--- src/logic/rjh_pkg.sv ---
// Notes on behaviour
// Request bits +72..+75 select axes 0..3
// Class bits +76..+78 plus direction start motion
// Direction bit +79: off plus, on minus
// Outputs: jogging +72..+75, permit +76, rest zero
// Inputs filtered; pulses under 10 ms ignored
// Master holds each input over 30 ms
// No jog start while permit is off
// Permit off: pendant, tool, running, error
// Priority: inching, then low, then high
// Only one axis jogs at a time
// Link loss stops the jogging axis
// Homed axis confined to soft limits
// Unhomed axis jogs without soft limits
// Speeds, inch step from config; inch uses low
// Remote ORed with local; status on both
// Class and direction captured at request rise
// Accept: permit off, jogging on, then move
// Request off: stop, jogging off, permit on
// Condition changes ignored while moving
// Master checks permit, waits 30 ms between requests
// Request without class is ignored
package rjh_pkg;
    // Clock and filter timing
    localparam int CLK_HZ = 100_000_000;
    localparam int FILTER_TIME_MS = 10;
    localparam int FILTER_CYCLES = CLK_HZ / 1000 * FILTER_TIME_MS;
    localparam int FILT_CNT_W = 20;

    // Bit offsets of the jog group from the start device
    localparam int JOG_BASE_OFS = 72;
    localparam int JOG_AXIS_OFS = 72;
    localparam int JOG_INCH_OFS = 76;
    localparam int JOG_LOW_OFS = 77;
    localparam int JOG_HIGH_OFS = 78;
    localparam int JOG_DIR_OFS = 79;
    localparam int JOG_PERMIT_OFS = 76;
    localparam int NUM_AXES = 4;

    // APB register byte offsets
    localparam logic [7:0] REG_LOW_SPEED = 8'h00;
    localparam logic [7:0] REG_HIGH_SPEED = 8'h04;
    localparam logic [7:0] REG_INCH_STEP = 8'h08;
    localparam logic [7:0] REG_LIM_MIN = 8'h0c;
    localparam logic [7:0] REG_LIM_MAX = 8'h10;
    localparam logic [7:0] REG_STATUS = 8'h14;

    // Register reset values
    localparam logic [15:0] RST_LOW_SPEED = 16'h0010;
    localparam logic [15:0] RST_HIGH_SPEED = 16'h0100;
    localparam logic [31:0] RST_INCH_STEP = 32'h0000_0001;
    localparam logic [31:0] RST_LIM_MIN = 32'h8000_0000;
    localparam logic [31:0] RST_LIM_MAX = 32'h7fff_ffff;

    // Jog input byte, bit 0 is offset +72
    typedef struct packed {
        logic dir;
        logic high;
        logic low;
        logic inch;
        logic [3:0] axis;
    } rjh_jog_req_s;

    // Jog output byte, bit 0 is offset +72
    typedef struct packed {
        logic [2:0] unused;
        logic permit;
        logic [3:0] jogging;
    } rjh_jog_sts_s;

    // Speed classes after priority
    typedef enum logic [1:0] {
        RJH_CLS_NONE = 2'b00,
        RJH_CLS_INCH = 2'b01,
        RJH_CLS_LOW = 2'b10,
        RJH_CLS_HIGH = 2'b11
    } rjh_cls_e;

    // Command to the motion core
    typedef struct packed {
        logic run;
        logic [3:0] axis;
        logic minus;
        logic inch;
        logic [15:0] speed;
        logic [31:0] step;
    } rjh_mot_cmd_s;

    // Handshake states, Gray along idle-run-stop
    typedef enum logic [1:0] {
        RJH_ST_IDLE = 2'b00,
        RJH_ST_RUN = 2'b01,
        RJH_ST_STOP = 2'b11
    } rjh_state_e;
endpackage : rjh_pkg

--- src/logic/rjh_jog_ctrl.sv ---
`timescale 1ns/10ps
module rjh_jog_ctrl #(
    parameter int FILTER_CYCLES = rjh_pkg::FILTER_CYCLES
) (
    input wire logic clk_i,
    input wire logic rst_n_i,
    // APB slave
    input wire logic psel_i,
    input wire logic penable_i,
    input wire logic pwrite_i,
    input wire logic [7:0] paddr_i,
    input wire logic [31:0] pwdata_i,
    output logic [31:0] prdata_o,
    output logic pready_o,
    output logic pslverr_o,
    // Fieldbus side
    input wire logic link_ok_i,
    input wire rjh_pkg::rjh_jog_req_s remote_req_i,
    output rjh_pkg::rjh_jog_sts_s remote_sts_o,
    // Local I/O connector
    input wire rjh_pkg::rjh_jog_req_s local_req_i,
    output rjh_pkg::rjh_jog_sts_s local_sts_o,
    // Controller conditions
    input wire logic pendant_active_i,
    input wire logic tool_busy_i,
    input wire logic running_i,
    input wire logic error_i,
    input wire logic homed_i,
    input wire logic signed [31:0] position_i,
    // Motion core command
    output rjh_pkg::rjh_mot_cmd_s mot_cmd_o
);
    // Config registers
    logic [15:0] low_speed;
    logic [15:0] high_speed;
    logic [31:0] inch_step;
    logic signed [31:0] lim_min;
    logic signed [31:0] lim_max;

    // Combined raw and filtered jog inputs
    rjh_pkg::rjh_jog_req_s raw_req;
    rjh_pkg::rjh_jog_req_s filt_req;
    logic [3:0] axis_prev; // For rising edge of requests

    // Handshake state and captured conditions
    rjh_pkg::rjh_state_e state;
    rjh_pkg::rjh_state_e next_state;
    rjh_pkg::rjh_cls_e cls_cap;
    logic dir_cap;
    logic [3:0] axis_cap;
    logic permit_q;

    // Decoded helpers
    rjh_pkg::rjh_cls_e cls_now;
    logic cond_ok;
    logic axis_onehot;
    logic axis_rise;
    logic at_limit;
    logic start_ok;
    logic stop_req;

    // Remote bits count only while the link is up; local ORed in
    always_comb begin
        raw_req = local_req_i;
        if (link_ok_i) begin
            raw_req = remote_req_i | local_req_i;
        end
    end

    // Per-bit debounce: a level must hold FILTER_CYCLES to pass
    genvar gi;
    generate
        for (gi = 0; gi < 8; gi++) begin : g_filt
            logic [rjh_pkg::FILT_CNT_W-1:0] cnt; // Stable-time counter
            logic raw_bit;
            assign raw_bit = raw_req[gi];
            always_ff @(posedge clk_i) begin
                if (!rst_n_i) begin
                    cnt <= '0;
                    filt_req[gi] <= 1'b0;
                end else if (raw_bit == filt_req[gi]) begin
                    cnt <= '0; // Short pulse discarded
                end else if (cnt == rjh_pkg::FILT_CNT_W'(FILTER_CYCLES - 1))
                begin
                    cnt <= '0;
                    filt_req[gi] <= raw_bit;
                end else begin
                    cnt <= cnt + 1'b1;
                end
            end
        end
    endgenerate

    // Class priority: inching over low over high
    always_comb begin
        if (filt_req.inch) begin
            cls_now = rjh_pkg::RJH_CLS_INCH;
        end else if (filt_req.low) begin
            cls_now = rjh_pkg::RJH_CLS_LOW;
        end else if (filt_req.high) begin
            cls_now = rjh_pkg::RJH_CLS_HIGH;
        end else begin
            cls_now = rjh_pkg::RJH_CLS_NONE;
        end
    end

    // Permit conditions from the rest of the controller
    assign cond_ok = !(pendant_active_i || tool_busy_i || running_i
                       || error_i);
    assign axis_onehot = (filt_req.axis != 4'h0)
        && ((filt_req.axis & (filt_req.axis - 4'h1)) == 4'h0);
    assign axis_rise = |(filt_req.axis & ~axis_prev);
    // Start only on a fresh single request while permit shows on
    assign start_ok = permit_q && axis_rise && axis_onehot
        && (cls_now != rjh_pkg::RJH_CLS_NONE);
    // Request drop, link loss or a fault ends the jog
    assign stop_req = ((filt_req.axis & axis_cap) == 4'h0)
        || !link_ok_i || error_i;

    // Soft limits only bind once the axis position is known
    always_comb begin
        at_limit = 1'b0;
        if (homed_i) begin
            if (dir_cap) begin
                at_limit = (position_i <= lim_min);
            end else begin
                at_limit = (position_i >= lim_max);
            end
        end
        // Unhomed: limits not applied
    end

    // Next-state logic
    always_comb begin
        next_state = state;
        case (state)
            rjh_pkg::RJH_ST_IDLE: begin
                if (start_ok) begin
                    next_state = rjh_pkg::RJH_ST_RUN;
                end
            end
            rjh_pkg::RJH_ST_RUN: begin
                if (stop_req) begin
                    next_state = rjh_pkg::RJH_ST_STOP;
                end
            end
            rjh_pkg::RJH_ST_STOP: begin
                next_state = rjh_pkg::RJH_ST_IDLE;
            end
            default: begin
                next_state = rjh_pkg::RJH_ST_IDLE;
            end
        endcase
    end

    // State register
    always_ff @(posedge clk_i) begin
        if (!rst_n_i) begin
            state <= rjh_pkg::RJH_ST_IDLE;
        end else begin
            state <= next_state;
        end
    end

    // Edge memory for request bits
    always_ff @(posedge clk_i) begin
        if (!rst_n_i) begin
            axis_prev <= 4'h0;
        end else begin
            axis_prev <= filt_req.axis;
        end
    end

    // Capture conditions only at acceptance; frozen during motion
    always_ff @(posedge clk_i) begin
        if (!rst_n_i) begin
            cls_cap <= rjh_pkg::RJH_CLS_NONE;
            dir_cap <= 1'b0;
            axis_cap <= 4'h0;
        end else if (state == rjh_pkg::RJH_ST_IDLE && start_ok) begin
            cls_cap <= cls_now;
            dir_cap <= filt_req.dir;
            axis_cap <= filt_req.axis;
        end
    end

    // Permit: conditions met and no jog in progress
    always_ff @(posedge clk_i) begin
        if (!rst_n_i) begin
            permit_q <= 1'b0;
        end else begin
            permit_q <= cond_ok
                && (next_state == rjh_pkg::RJH_ST_IDLE);
        end
    end

    // Status bytes, same on fieldbus and local connector
    always_ff @(posedge clk_i) begin
        if (!rst_n_i) begin
            remote_sts_o <= '0;
            local_sts_o <= '0;
        end else begin
            remote_sts_o.unused <= 3'h0;
            remote_sts_o.permit <= cond_ok
                && (next_state == rjh_pkg::RJH_ST_IDLE);
            remote_sts_o.jogging <= (next_state == rjh_pkg::RJH_ST_RUN)
                ? ((state == rjh_pkg::RJH_ST_RUN) ? axis_cap : filt_req.axis)
                : 4'h0;
            local_sts_o.unused <= 3'h0;
            local_sts_o.permit <= cond_ok
                && (next_state == rjh_pkg::RJH_ST_IDLE);
            local_sts_o.jogging <= (next_state == rjh_pkg::RJH_ST_RUN)
                ? ((state == rjh_pkg::RJH_ST_RUN) ? axis_cap : filt_req.axis)
                : 4'h0;
        end
    end

    // Motion command; run drops at a soft limit but the jog stays held
    always_ff @(posedge clk_i) begin
        if (!rst_n_i) begin
            mot_cmd_o <= '0;
        end else begin
            mot_cmd_o.run <= (state == rjh_pkg::RJH_ST_RUN) && !stop_req
                && !at_limit;
            mot_cmd_o.axis <= axis_cap;
            mot_cmd_o.minus <= dir_cap;
            mot_cmd_o.inch <= (cls_cap == rjh_pkg::RJH_CLS_INCH);
            mot_cmd_o.speed <= (cls_cap == rjh_pkg::RJH_CLS_HIGH)
                ? high_speed : low_speed;
            mot_cmd_o.step <= inch_step;
        end
    end

    // APB writes land at the access edge with pready high
    always_ff @(posedge clk_i) begin
        if (!rst_n_i) begin
            low_speed <= rjh_pkg::RST_LOW_SPEED;
            high_speed <= rjh_pkg::RST_HIGH_SPEED;
            inch_step <= rjh_pkg::RST_INCH_STEP;
            lim_min <= rjh_pkg::RST_LIM_MIN;
            lim_max <= rjh_pkg::RST_LIM_MAX;
        end else if (psel_i && penable_i && pready_o && pwrite_i) begin
            case (paddr_i)
                rjh_pkg::REG_LOW_SPEED: low_speed <= pwdata_i[15:0];
                rjh_pkg::REG_HIGH_SPEED: high_speed <= pwdata_i[15:0];
                rjh_pkg::REG_INCH_STEP: inch_step <= pwdata_i;
                rjh_pkg::REG_LIM_MIN: lim_min <= pwdata_i;
                rjh_pkg::REG_LIM_MAX: lim_max <= pwdata_i;
                default: begin
                    // Status and holes: write ignored
                end
            endcase
        end
    end

    // APB answer prepared in setup, shown in the access cycle
    always_ff @(posedge clk_i) begin
        if (!rst_n_i) begin
            prdata_o <= 32'h0000_0000;
            pready_o <= 1'b0;
            pslverr_o <= 1'b0;
        end else if (psel_i && !penable_i) begin
            pready_o <= 1'b1;
            pslverr_o <= 1'b0;
            prdata_o <= 32'h0000_0000;
            case (paddr_i)
                rjh_pkg::REG_LOW_SPEED: prdata_o <= {16'h0000, low_speed};
                rjh_pkg::REG_HIGH_SPEED: prdata_o <= {16'h0000, high_speed};
                rjh_pkg::REG_INCH_STEP: prdata_o <= inch_step;
                rjh_pkg::REG_LIM_MIN: prdata_o <= lim_min;
                rjh_pkg::REG_LIM_MAX: prdata_o <= lim_max;
                rjh_pkg::REG_STATUS: begin
                    prdata_o <= {12'h000, state, cls_cap, dir_cap,
                                 permit_q, axis_cap, filt_req, 2'b00};
                end
                default: begin
                    pslverr_o <= 1'b1; // Unmapped address
                end
            endcase
        end else begin
            pready_o <= 1'b0;
            pslverr_o <= 1'b0;
        end
    end
endmodule : rjh_jog_ctrl

--- config.mk ---
export PLATFORM = sky130hd
export DESIGN_NAME = rjh_jog_ctrl
export DESIGN_NICKNAME = d
export VERILOG_FILES = /design/src/logic/rjh_pkg.sv /design/src/logic/rjh_jog_ctrl.sv
export SDC_FILE = /design/constraint.sdc
export NUM_CORES = 1
export LEC_CHECK = 0
export BUFFER_PORTS_ARGS = -buffer_cell sky130_fd_sc_hd__buf_2
export CAP_MARGIN = 20
export CORE_ASPECT_RATIO = 0.5
export CORE_MARGIN = 8
export CORE_UTILIZATION = 40
export CTS_CLUSTER_DIAMETER = 40
export DETAILED_ROUTE_END_ITERATION = 8
export GPL_TIMING_DRIVEN = 0
export SLEW_MARGIN = 15
export SYNTH_ARGS = -nofsm -noshare
export SYNTH_HDL_FRONTEND = slang
export SYNTH_SLANG_ARGS = --single-unit
export TNS_END_PERCENT = 100
--- constraint.sdc ---
create_clock -name clk_i -period 2 [get_ports clk_i]
set_clock_uncertainty 0.05 [all_clocks]
set_input_delay 0 -clock clk_i [delete_from_list [all_inputs] [get_ports clk_i]]
set_output_delay 0 -clock clk_i [all_outputs]
set_load 0.05 [all_outputs]
# Word-level counts from Yosys, hierarchy flattened
# Index checks and enable logic that the tools add are counted.
# word_totals
elab_cells	156
inputBits	99
regBits	406
out_inout_bits	105
# op_classes
addsub	9
n_lt_le_gt_ge	2
eq_ne	25
bitwise_logic	14
muxes	14
n_reduce_logical	54
# op_table
op	n
$pmux W32 S6	1
$add A20 B1 Y20 const B	8
$eq A20 B20 Y1 const B	8
$ge A32 B32 Y1	1
$le A32 B32 Y1	1
$reduce_and A2 Y1	15
$reduce_or A3 Y1	8
$eq A8 B4 Y1 const B	2
$eq A8 B5 Y1 const B	2
$mux W16	1
$and A4 B4 Y4	3
$logic_and A1 B1 Y1	12
$mux W2	5
$not A1 Y1	9
$eq A1 B1 Y1	8
$eq A8 B3 Y1 const B	1
$logic_not A4 Y1	2
$logic_not A8 Y1	1
$mux W8	1
$or A8 B8 Y8	1
$eq A2 B1 Y1 const B	3
$reduce_or A6 Y1	1
$logic_not A1 Y1	5
$logic_or A1 B1 Y1	5
other kinds (10)	14

# Depth between registers and ports, before layout
# Gate-level depths: netlist (run 1).
# depth
ltp_word	10
depth_mapped	9
ltp_nobuf	9

# Least setup slack after synthesis (run 1)
# No wires, ideal clock.
# synth_timing
kind	register to register
from	register g_filt[6].cnt[0] (netlist bit)
to	register g_filt[6].cnt[10] (netlist bit)
t_required_ns	1.822
arrival_ns	1.820
setup_time_ns	0.128
n_path_buf	2
path_stages_with_launch	9
slack_ns	0.002
path_cell_list	dfxtp_1 ha_1 nand2_1 or2_2 clkbuf_1 nor4_1 or3_1 clkbuf_1 nor2_1
# synth_between
elab_chain_cells	2
# synth_lines
element	line	source
from (decl)	rjh_jog_ctrl.sv:74	logic [rjh_pkg::FILT_CNT_W-1:0] cnt;
from (signal assigned)	rjh_jog_ctrl.sv:88	cnt <= cnt + 1'b1;
parallel branches: the longest is 2 deep, another holds $add A20 B1 Y20	-	
# Several ways; the timed one is not identified.
# A chain may end at the register's enable or synchronous reset.

# Final worst setup path (run 1)
# layout_timing
from	register lim_max[12]
to	register mot_cmd_o[54] (netlist bit)
# layout_between
elab_chain_cells	5
# layout_lines
element	line	source
from (decl)	rjh_jog_ctrl.sv:38	logic signed [31:0] lim_max;
from (signal assigned)	rjh_jog_ctrl.sv:241	lim_max <= rjh_pkg::RST_LIM_MAX;
from (signal assigned)	rjh_jog_ctrl.sv:248	rjh_pkg::REG_LIM_MAX: lim_max <= pwdata_i;
$ge A32 B32 Y1	rjh_jog_ctrl.sv:127	at_limit = (position_i >= lim_max);
$mux W1	rjh_jog_ctrl.sv:124	if (dir_cap) begin
$mux W1	rjh_jog_ctrl.sv:123	if (homed_i) begin
$logic_not A1 Y1	rjh_jog_ctrl.sv:224	&& !at_limit;
$logic_and A1 B1 Y1	rjh_jog_ctrl.sv:224	
to (decl)	rjh_jog_ctrl.sv:31	output rjh_pkg::rjh_mot_cmd_s mot_cmd_o
# Every way passes these cells.

==> impl_metrics.csv, run 1 <==
group,metric,value,unit
route,dr.pass1.iters,5,
layout,syn2layout_area_growth,24.6,%
clock_network,cts_tree,"built",
worst_hold_path,min_path_type,"in2reg",
pwr,p_per_area,786,nW/um2
status,status,"finished, violations left",
route,dr_total_vias,15538,
synth,yosys-top-cells-area,"dfxtp_1 46%, nand2_1 7.5%, nor2_1 5.4%",
global_route,grt_use_met1,25.4,%
global_route,grt_overflow,0,
sta,setup_slack,-0.337,ns
placement,dp_cells,2884,
status,violations,"negative setup slack",
synth,ys_ff_latch,403,
route,postRouteAntennaNets,0,
clock_network,cts_buffers,43,
route,drc,0,
die,die_width,313,um
sta,tightest_slew,0.947,ns
worst_setup_path,crit_slowest_cell,"nor3_4",
synth,synth_edf_count,0,
global_route,grt_most_used_layer,"met2",
synth,synth_top_cell_by_area,"dfxtp_1",
sta,finalCritPeriodShare,117,%
pwr,p_total,0.0173,W
synth,synth_top_cell_area_share,45.7,%
layout,utilization,50.4,%
sta,rsz0062_at_grt,"yes",
die,top_level_ports,204,
flow_run,maxCapViolations,0,
global_route,grtUsageMet2,33.8,%
sta,setup_violations,1,
sta,fin_tns_setup,-0.337,ns
placement,place.gp.congestion,0.926,
sta,finalHoldViolCount,0,
synth,seq_area_frac_synth,45.7,%
global_route,grt_pass1_wl,81.7,mm
die,initial_core_util,40.5,%
synth,netlist_area,17600,um2
synth,ys_types,55,
synth,yosys_most_used_dff,"dfxtp_1",
clock_network,cts_root_buf,"clkbuf_16",
worst_setup_path,cp-end-kind,"flip-flop",
die,core-area,43600,um2
clock_network,cts.sinks,403,
layout,drive_above_1_share,17.8,%
pwr,ir_drop,0.525,mV
synth,synthTopCellsByCount,"403 x dfxtp_1, 354 x nand2_1, 252 x nor2_1",
synth,async_reset_ff_share,0,%
layout,nets,2588,
clock_network,clock_latency,0.55,ns
worst_setup_path,crit_arrival,2.71,ns
route,wl_per_cell,17.5,um
die,fp.dieH,164,um
die,fp-row-count,54,
route,route.final.wire_length,53.1,mm
worst_setup_path,crit_chain,"inv_1, ha_1, nand4_1, nor3_4, a21boi_4, o41ai_4, o211ai_1, mux2i_1, a31oi_1",
worst_setup_path,r2r_setup_slack,-0.34,ns
layout,diodes,0,
sta,slew_viol_final,0,
worst_setup_path,cpPeakStageDelay,0.34,ns
global_route,grt_use_met3,3.11,%
worst_setup_path,worstSetupPathType,"reg2reg",
synth,avgSynthCellArea,8.41,um2
clock_network,clkTransAtPathRegs,0.06,ns
worst_setup_path,crit_fanout,2,
sta,fmax,428,MHz
route,vias_per_cell,5.11,
global_route,grt_max_degree,16,
route,drt-initial-drc-count,1057,
placement,io_buffers,194,
sta,fin_crit,2.34,ns
global_route,antenna_found_initial,0,
worst_setup_path,crit_required,2.38,ns
global_route,grt.total_usage,19.7,%
layout,fin_cells,3038,
placement,dpl.hpwl,39.8,mm
clock_network,cts_max_level,2,
die,die-area,51500,um2
worst_setup_path,cp-start-kind,"flip-flop",
synth,synth_most_common_cell,"dfxtp_1",
pwr,p_leak,8.48,nW
clock_network,cts_buffer_depth,3,
global_route,grt_pass1_vias,14756,
synth,synth_warnings,0,
placement,pre_cts_ws,-1.02,ns
sta,relSlewSlack,36.8,%
synth,synth_cells,2097,
-- cell families after synthesis --
kind of cell	synth area share (%)
buf+inv	4.87
xor+xnor	7.35
other cells	0.0213
mux	1.09
compound gates	13.2
fa+ha+maj	5.11
simple gates	22.6
flops	45.7
-- layer usage --
layer / wire length [um] / share of wire, %
met1: 23400 / 44
met2: 25200 / 47
met5: 0 / 0
met3: 2930 / 5.5
met4: 1540 / 2.9
-- critical path: cells and delay by family (launching register included) --
family / cells / cell delay [ns]
AO/OA/AOI/OAI: 4 / 0.75
adder cells (fa/ha/maj): 1 / 0.27
buffers and inverters: 1 / 0.06
flip-flops: 1 / 0.33
multiplexers: 1 / 0.25
AND/OR/NAND/NOR: 2 / 0.51
-- state kept, by name, indices dropped and copies added, names as in the netlist --
name         flops
filt_req         8
cls_cap          2
local_sts_o      5
dir_cap          1
pready_o         1
mot_cmd_o       55
g_filt.cnt     160
low_speed       16
lim_max         32
axis_cap         4
high_speed      16
lim_min         32
axis_prev        4
state            2
pslverr_o        1
prdata_o        32
inch_step       32
-- timing repair --
action | 4_1_cts | 5_1_grt
hold buffers | 60 | 0
pin swaps | 16 | 9
endpoints found under the setup margin | 245 | 192
endpoints found under the hold margin | 148 | 0
setup buffers | 14 | 5
gates resized for setup | 75 | 71
-- worst paths after layout --
kind,cells after the start,endpoint,from
worst max register to register,9,mot_cmd_o[54],lim_max[12]
worst min-delay path,6,inch_step[22],paddr_i[0]
worst min register to register,1,g_filt[1].cnt[0],g_filt[1].cnt[0]
worst max-delay path,9,mot_cmd_o[54],lim_max[12]
-- power by group --
part	total, W	internal [W]	switching (W)
Clock	0.00800	0.00449	0.00351
Combinational	0.00113	0.000387	0.000740
Sequential	0.00814	0.00809	0.0000534
-- cells in the final DEF (no fill, tap or decap), types with 10 or more instances in the layout --
| cell | instances |
|---|---|
| a21o_1 | 19 |
| a21oi_1 | 148 |
| a221oi_1 | 15 |
| a22oi_1 | 42 |
| a31oi_1 | 17 |
| and2_1 | 44 |
| and3_1 | 18 |
| buf_2 | 212 |
| buf_4 | 37 |
| clkbuf_1 | 52 |
| clkbuf_16 | 43 |
| clkbuf_2 | 14 |
| clkbuf_8 | 11 |
| dfxtp_1 | 393 |
| dfxtp_2 | 10 |
| dlygate4sd3_1 | 60 |
| ha_1 | 61 |
| inv_1 | 82 |
| mux2i_1 | 17 |
| nand2_1 | 354 |
| nand3_1 | 75 |
| nand4_1 | 39 |
| nor2_1 | 246 |
| nor3_1 | 11 |
| nor4b_1 | 11 |
| o211ai_1 | 48 |
| o21ai_0 | 45 |
| xnor2_1 | 64 |
| xor2_1 | 84 |
-- cell type report --
class	count	area, um2
well taps	588	736
multi-input cells	1495	9100
repair buffers	273	1710
fillers	4222	21600
inverters	89	334
flip-flops and latches	403	8080
plain buffers	112	612
clock inverters	22	191
clock buffers	56	1210
-- per-stage QoR --
stage,hold slack (ns),area [um2]
after floorplan,0.0493,17700
after global placement,0.207,19400
after detailed placement,0.214,19400
after CTS,-0.00263,21800
after global routing,0.0289,22000
final,0.0129,22000
Power figures use the tool's default switching activity.
==> run 2: changes to the inputs <==
ABC_AREA = 1   (was unset)
==> run 2 against run 1 <==
Against the previous run:
- the run ends with negative hold slack, negative setup slack left
- first-iteration DRC count is 11% higher
- design area is 2.0% higher
- worst setup slack gained 0.28 ns
- maximum frequency up 14%
- worst hold slack worse by 0.013 ns
- register-to-register slack improved by 0.28 ns
- sequential cell count stayed put
- critical path type unchanged
- largest cell class unchanged
- highest routed layer is now met5
==> impl_metrics.csv, run 2 <==
group,metric,value,unit
status,status,"finished, violations left",
status,violations,"negative hold slack, negative setup slack",
worst_setup_path,worstSetupPathType,"reg2reg",
route,route.final.wire_length,55.8,mm
placement,io_buffers,195,
die,fp-row-count,55,
clock_network,cts_buffer_depth,3,
layout,top_register,"g_filt.cnt",
synth,async_reset_ff_share,0,%
synth,synth_top_cell_area_share,44.3,%
sta,whs,-0.000428,ns
synth,yosys-top-cells-area,"dfxtp_1 44%, nand2_1 7.5%, nor2_1 6.9%",
clock_network,cts_buffers,42,
clock_network,cts_max_level,2,
synth,synth_edf_count,0,
placement,dpl.hpwl,41.1,mm
sta,slew_viol_final,0,
pwr,p_leak,9.67,nW
layout,final_cell_mix,"396 x dfxtp_1, 357 x nand2_1, 328 x nor2_1",
synth,synth_top_cell_by_area,"dfxtp_1",
placement,place.gp.congestion,0.898,
layout,fill_cells,4338,
sta,finalCritPeriodShare,103,%
layout,layout_commonest_cell,"dfxtp_1",
route,vias_per_cell,5.04,
flow_run,maxCapViolations,0,
synth,avgSynthCellArea,7.62,um2
layout,largest_reg_flops,160,
route,dr_total_vias,16852,
clock_network,cts_root_buf,"clkbuf_16",
global_route,grt_max_degree,16,
sta,rsz0062_at_grt,"yes",
die,fp.dieH,167,um
pwr,ir_drop,0.561,mV
global_route,grt_pass1_wl,86.5,mm
worst_setup_path,cp-end-kind,"flip-flop",
worst_setup_path,cp-start-kind,"flip-flop",
worst_setup_path,crit_required,2.38,ns
worst_hold_path,min_path_type,"in2reg",
synth,synth_warnings,0,
worst_setup_path,crit_arrival,2.44,ns
die,initial_core_util,40.4,%
layout,syn2layout_area_growth,23.1,%
route,drt-initial-drc-count,1169,
layout,drive_above_1_share,17.3,%
layout,reg.largest.list,"g_filt.cnt x160, mot_cmd_o x55",
sta,finalHoldViolCount,1,
global_route,grt_pass1_vias,16185,
sta,fin_crit,2.06,ns
worst_setup_path,crit_fanout,4,
synth,synth_most_common_cell,"dfxtp_1",
die,core-area,45100,um2
sta,setup_violations,1,
die,die_width,318,um
pwr,p_per_area,778,nW/um2
placement,dp_cells,3191,
synth,seq_area_frac_synth,44.3,%
synth,synthTopCellsByCount,"403 x dfxtp_1, 365 x nand2_1, 333 x nor2_1",
sta,relSlewSlack,41.8,%
synth,yosys_most_used_dff,"dfxtp_1",
pwr,p_total,0.0175,W
global_route,grt.total_usage,19.9,%
sta,fmax,486,MHz
sta,setup_slack,-0.0585,ns
route,wl_per_cell,16.7,um
clock_network,cts_tree,"built",
sta,fin_tns_setup,-0.0585,ns
clock_network,clkTransAtPathRegs,0.07,ns
synth,ys_types,49,
synth,ys_ff_latch,403,
clock_network,cts.sinks,403,
global_route,grt_overflow,0,
die,top_level_ports,204,
layout,fin_cells,3345,
layout,fin_area,22400,um2
clock_network,clock_latency,0.56,ns
die,die-area,53100,um2
route,dr.pass1.iters,5,
global_route,antenna_found_initial,5,
synth,netlist_area,18200,um2
route,postRouteAntennaNets,0,
layout,nets,2884,
synth,synth_cells,2393,
route,drc,0,
placement,post_dp_cell_area,20000,um2
sta,tightest_slew,0.872,ns
[run 2: cell count changes after synthesis, moves of 26 or more]
cell | previous run | this run
a21oi_1 | 148 | 182
a22oi_1 | 42 | 0
and2_1 | 44 | 1
clkbuf_1 | 78 | 34
inv_1 | 89 | 299
nor2_1 | 252 | 333
nor2_2 | 0 | 28
nor3_1 | 16 | 61
o21ai_0 | 45 | 162
o22ai_1 | 0 | 26
xnor2_1 | 64 | 19
xor2_1 | 84 | 38
[run 2: cell type report]
type	instances	area (um2)	share of cell area, %
inverters	313	1170	5.24
plain buffers	94	492	2.19
multi-input cells	1588	8770	39.1
clock buffers	56	1200	5.37
flip-flops and latches	403	8080	36.0
clock inverters	21	269	1.20
diodes	1	2.50	0.0112
well taps	598	748	3.34
repair buffers	271	1690	7.53
[run 2: kinds of logic (layout without fill, tap and decap cells)]
family | Yosys count | count (layout) | share of synthesized area [%]
AND/OR/NAND/NOR | 986 | 986 | 24.7
AO/OA/AOI/OAI | 467 | 467 | 14.3
buffers and inverters | 407 | 755 | 9.05
flip-flops | 403 | 403 | 44.3
adder cells (fa/ha/maj) | 72 | 72 | 4.94
XOR/XNOR | 57 | 57 | 2.74
other | 1 | 7 | 0.0206
[run 2: path summary, 6_finish.rpt]
| path | startpoint | endpoint | slack, ns | cells past startpoint |
|---|---|---|---|---|
| max reg2reg | lim_max[31] | mot_cmd_o[54] | -0.06 | 13 |
| max | lim_max[31] | mot_cmd_o[54] | -0.06 | 13 |
| min reg2reg | g_filt[4].cnt[0] | g_filt[4].cnt[0] | 0.36 | 1 |
| min | remote_req_i[6] | g_filt[6].cnt[12] | -0.0004 | 6 |
[run 2: routing by layer]
metal,vias up,global-route usage [%],part of all wire [%]
met5,-,0,0.066
met4,6,7.36,3.5
met3,131,5.01,7.1
met2,494,34.1,47
met1,7734,24.2,42
li1,8487,-,-
[run 2: repair_timing]
action / CTS / global route
resized for setup: 11 / 61
pin swaps: 5 / 19
hold buffers: 56 / 2
setup buffers: 3 / 14
endpoints found under the hold margin: 148 / 1
endpoints found under the setup margin: 44 / 179
cloned: 0 / 1
[run 2: critical path: stages, from the launching register on]
cell and delay [ns]:
dfxtp_1 0.31, inv_1 0.09, ha_4 0.29, nand2_1 0.07, nor2_2 0.14, nand2_2 0.10
nor4_4 0.28, nand2_1 0.12, nand2_1 0.07, nand2_1 0.05, nand3_1 0.07, nand3_2 0.13
nand2_2 0.11, inv_1 0.04
[run 2: report_power, final]
group	total, W	switching [W]	internal (W)	leakage, nW
Combinational	0.000964	0.000630	0.000334	5.69
Sequential	0.00810	0.0000321	0.00807	3.25
Clock	0.00839	0.00346	0.00493	0.723
Total	0.0175	0.00412	0.0133	9.67
[run 2: through the flow]
step / utilization (%) / setup slack [ns]
2_1_floorplan: - / 0.143
3_3_place_gp: 44.3 / -0.158
3_5_place_dp: 44.3 / -0.224
4_1_cts: 49.0 / -0.0166
5_1_grt: 49.8 / -0.174
6_report: 49.8 / -0.0585
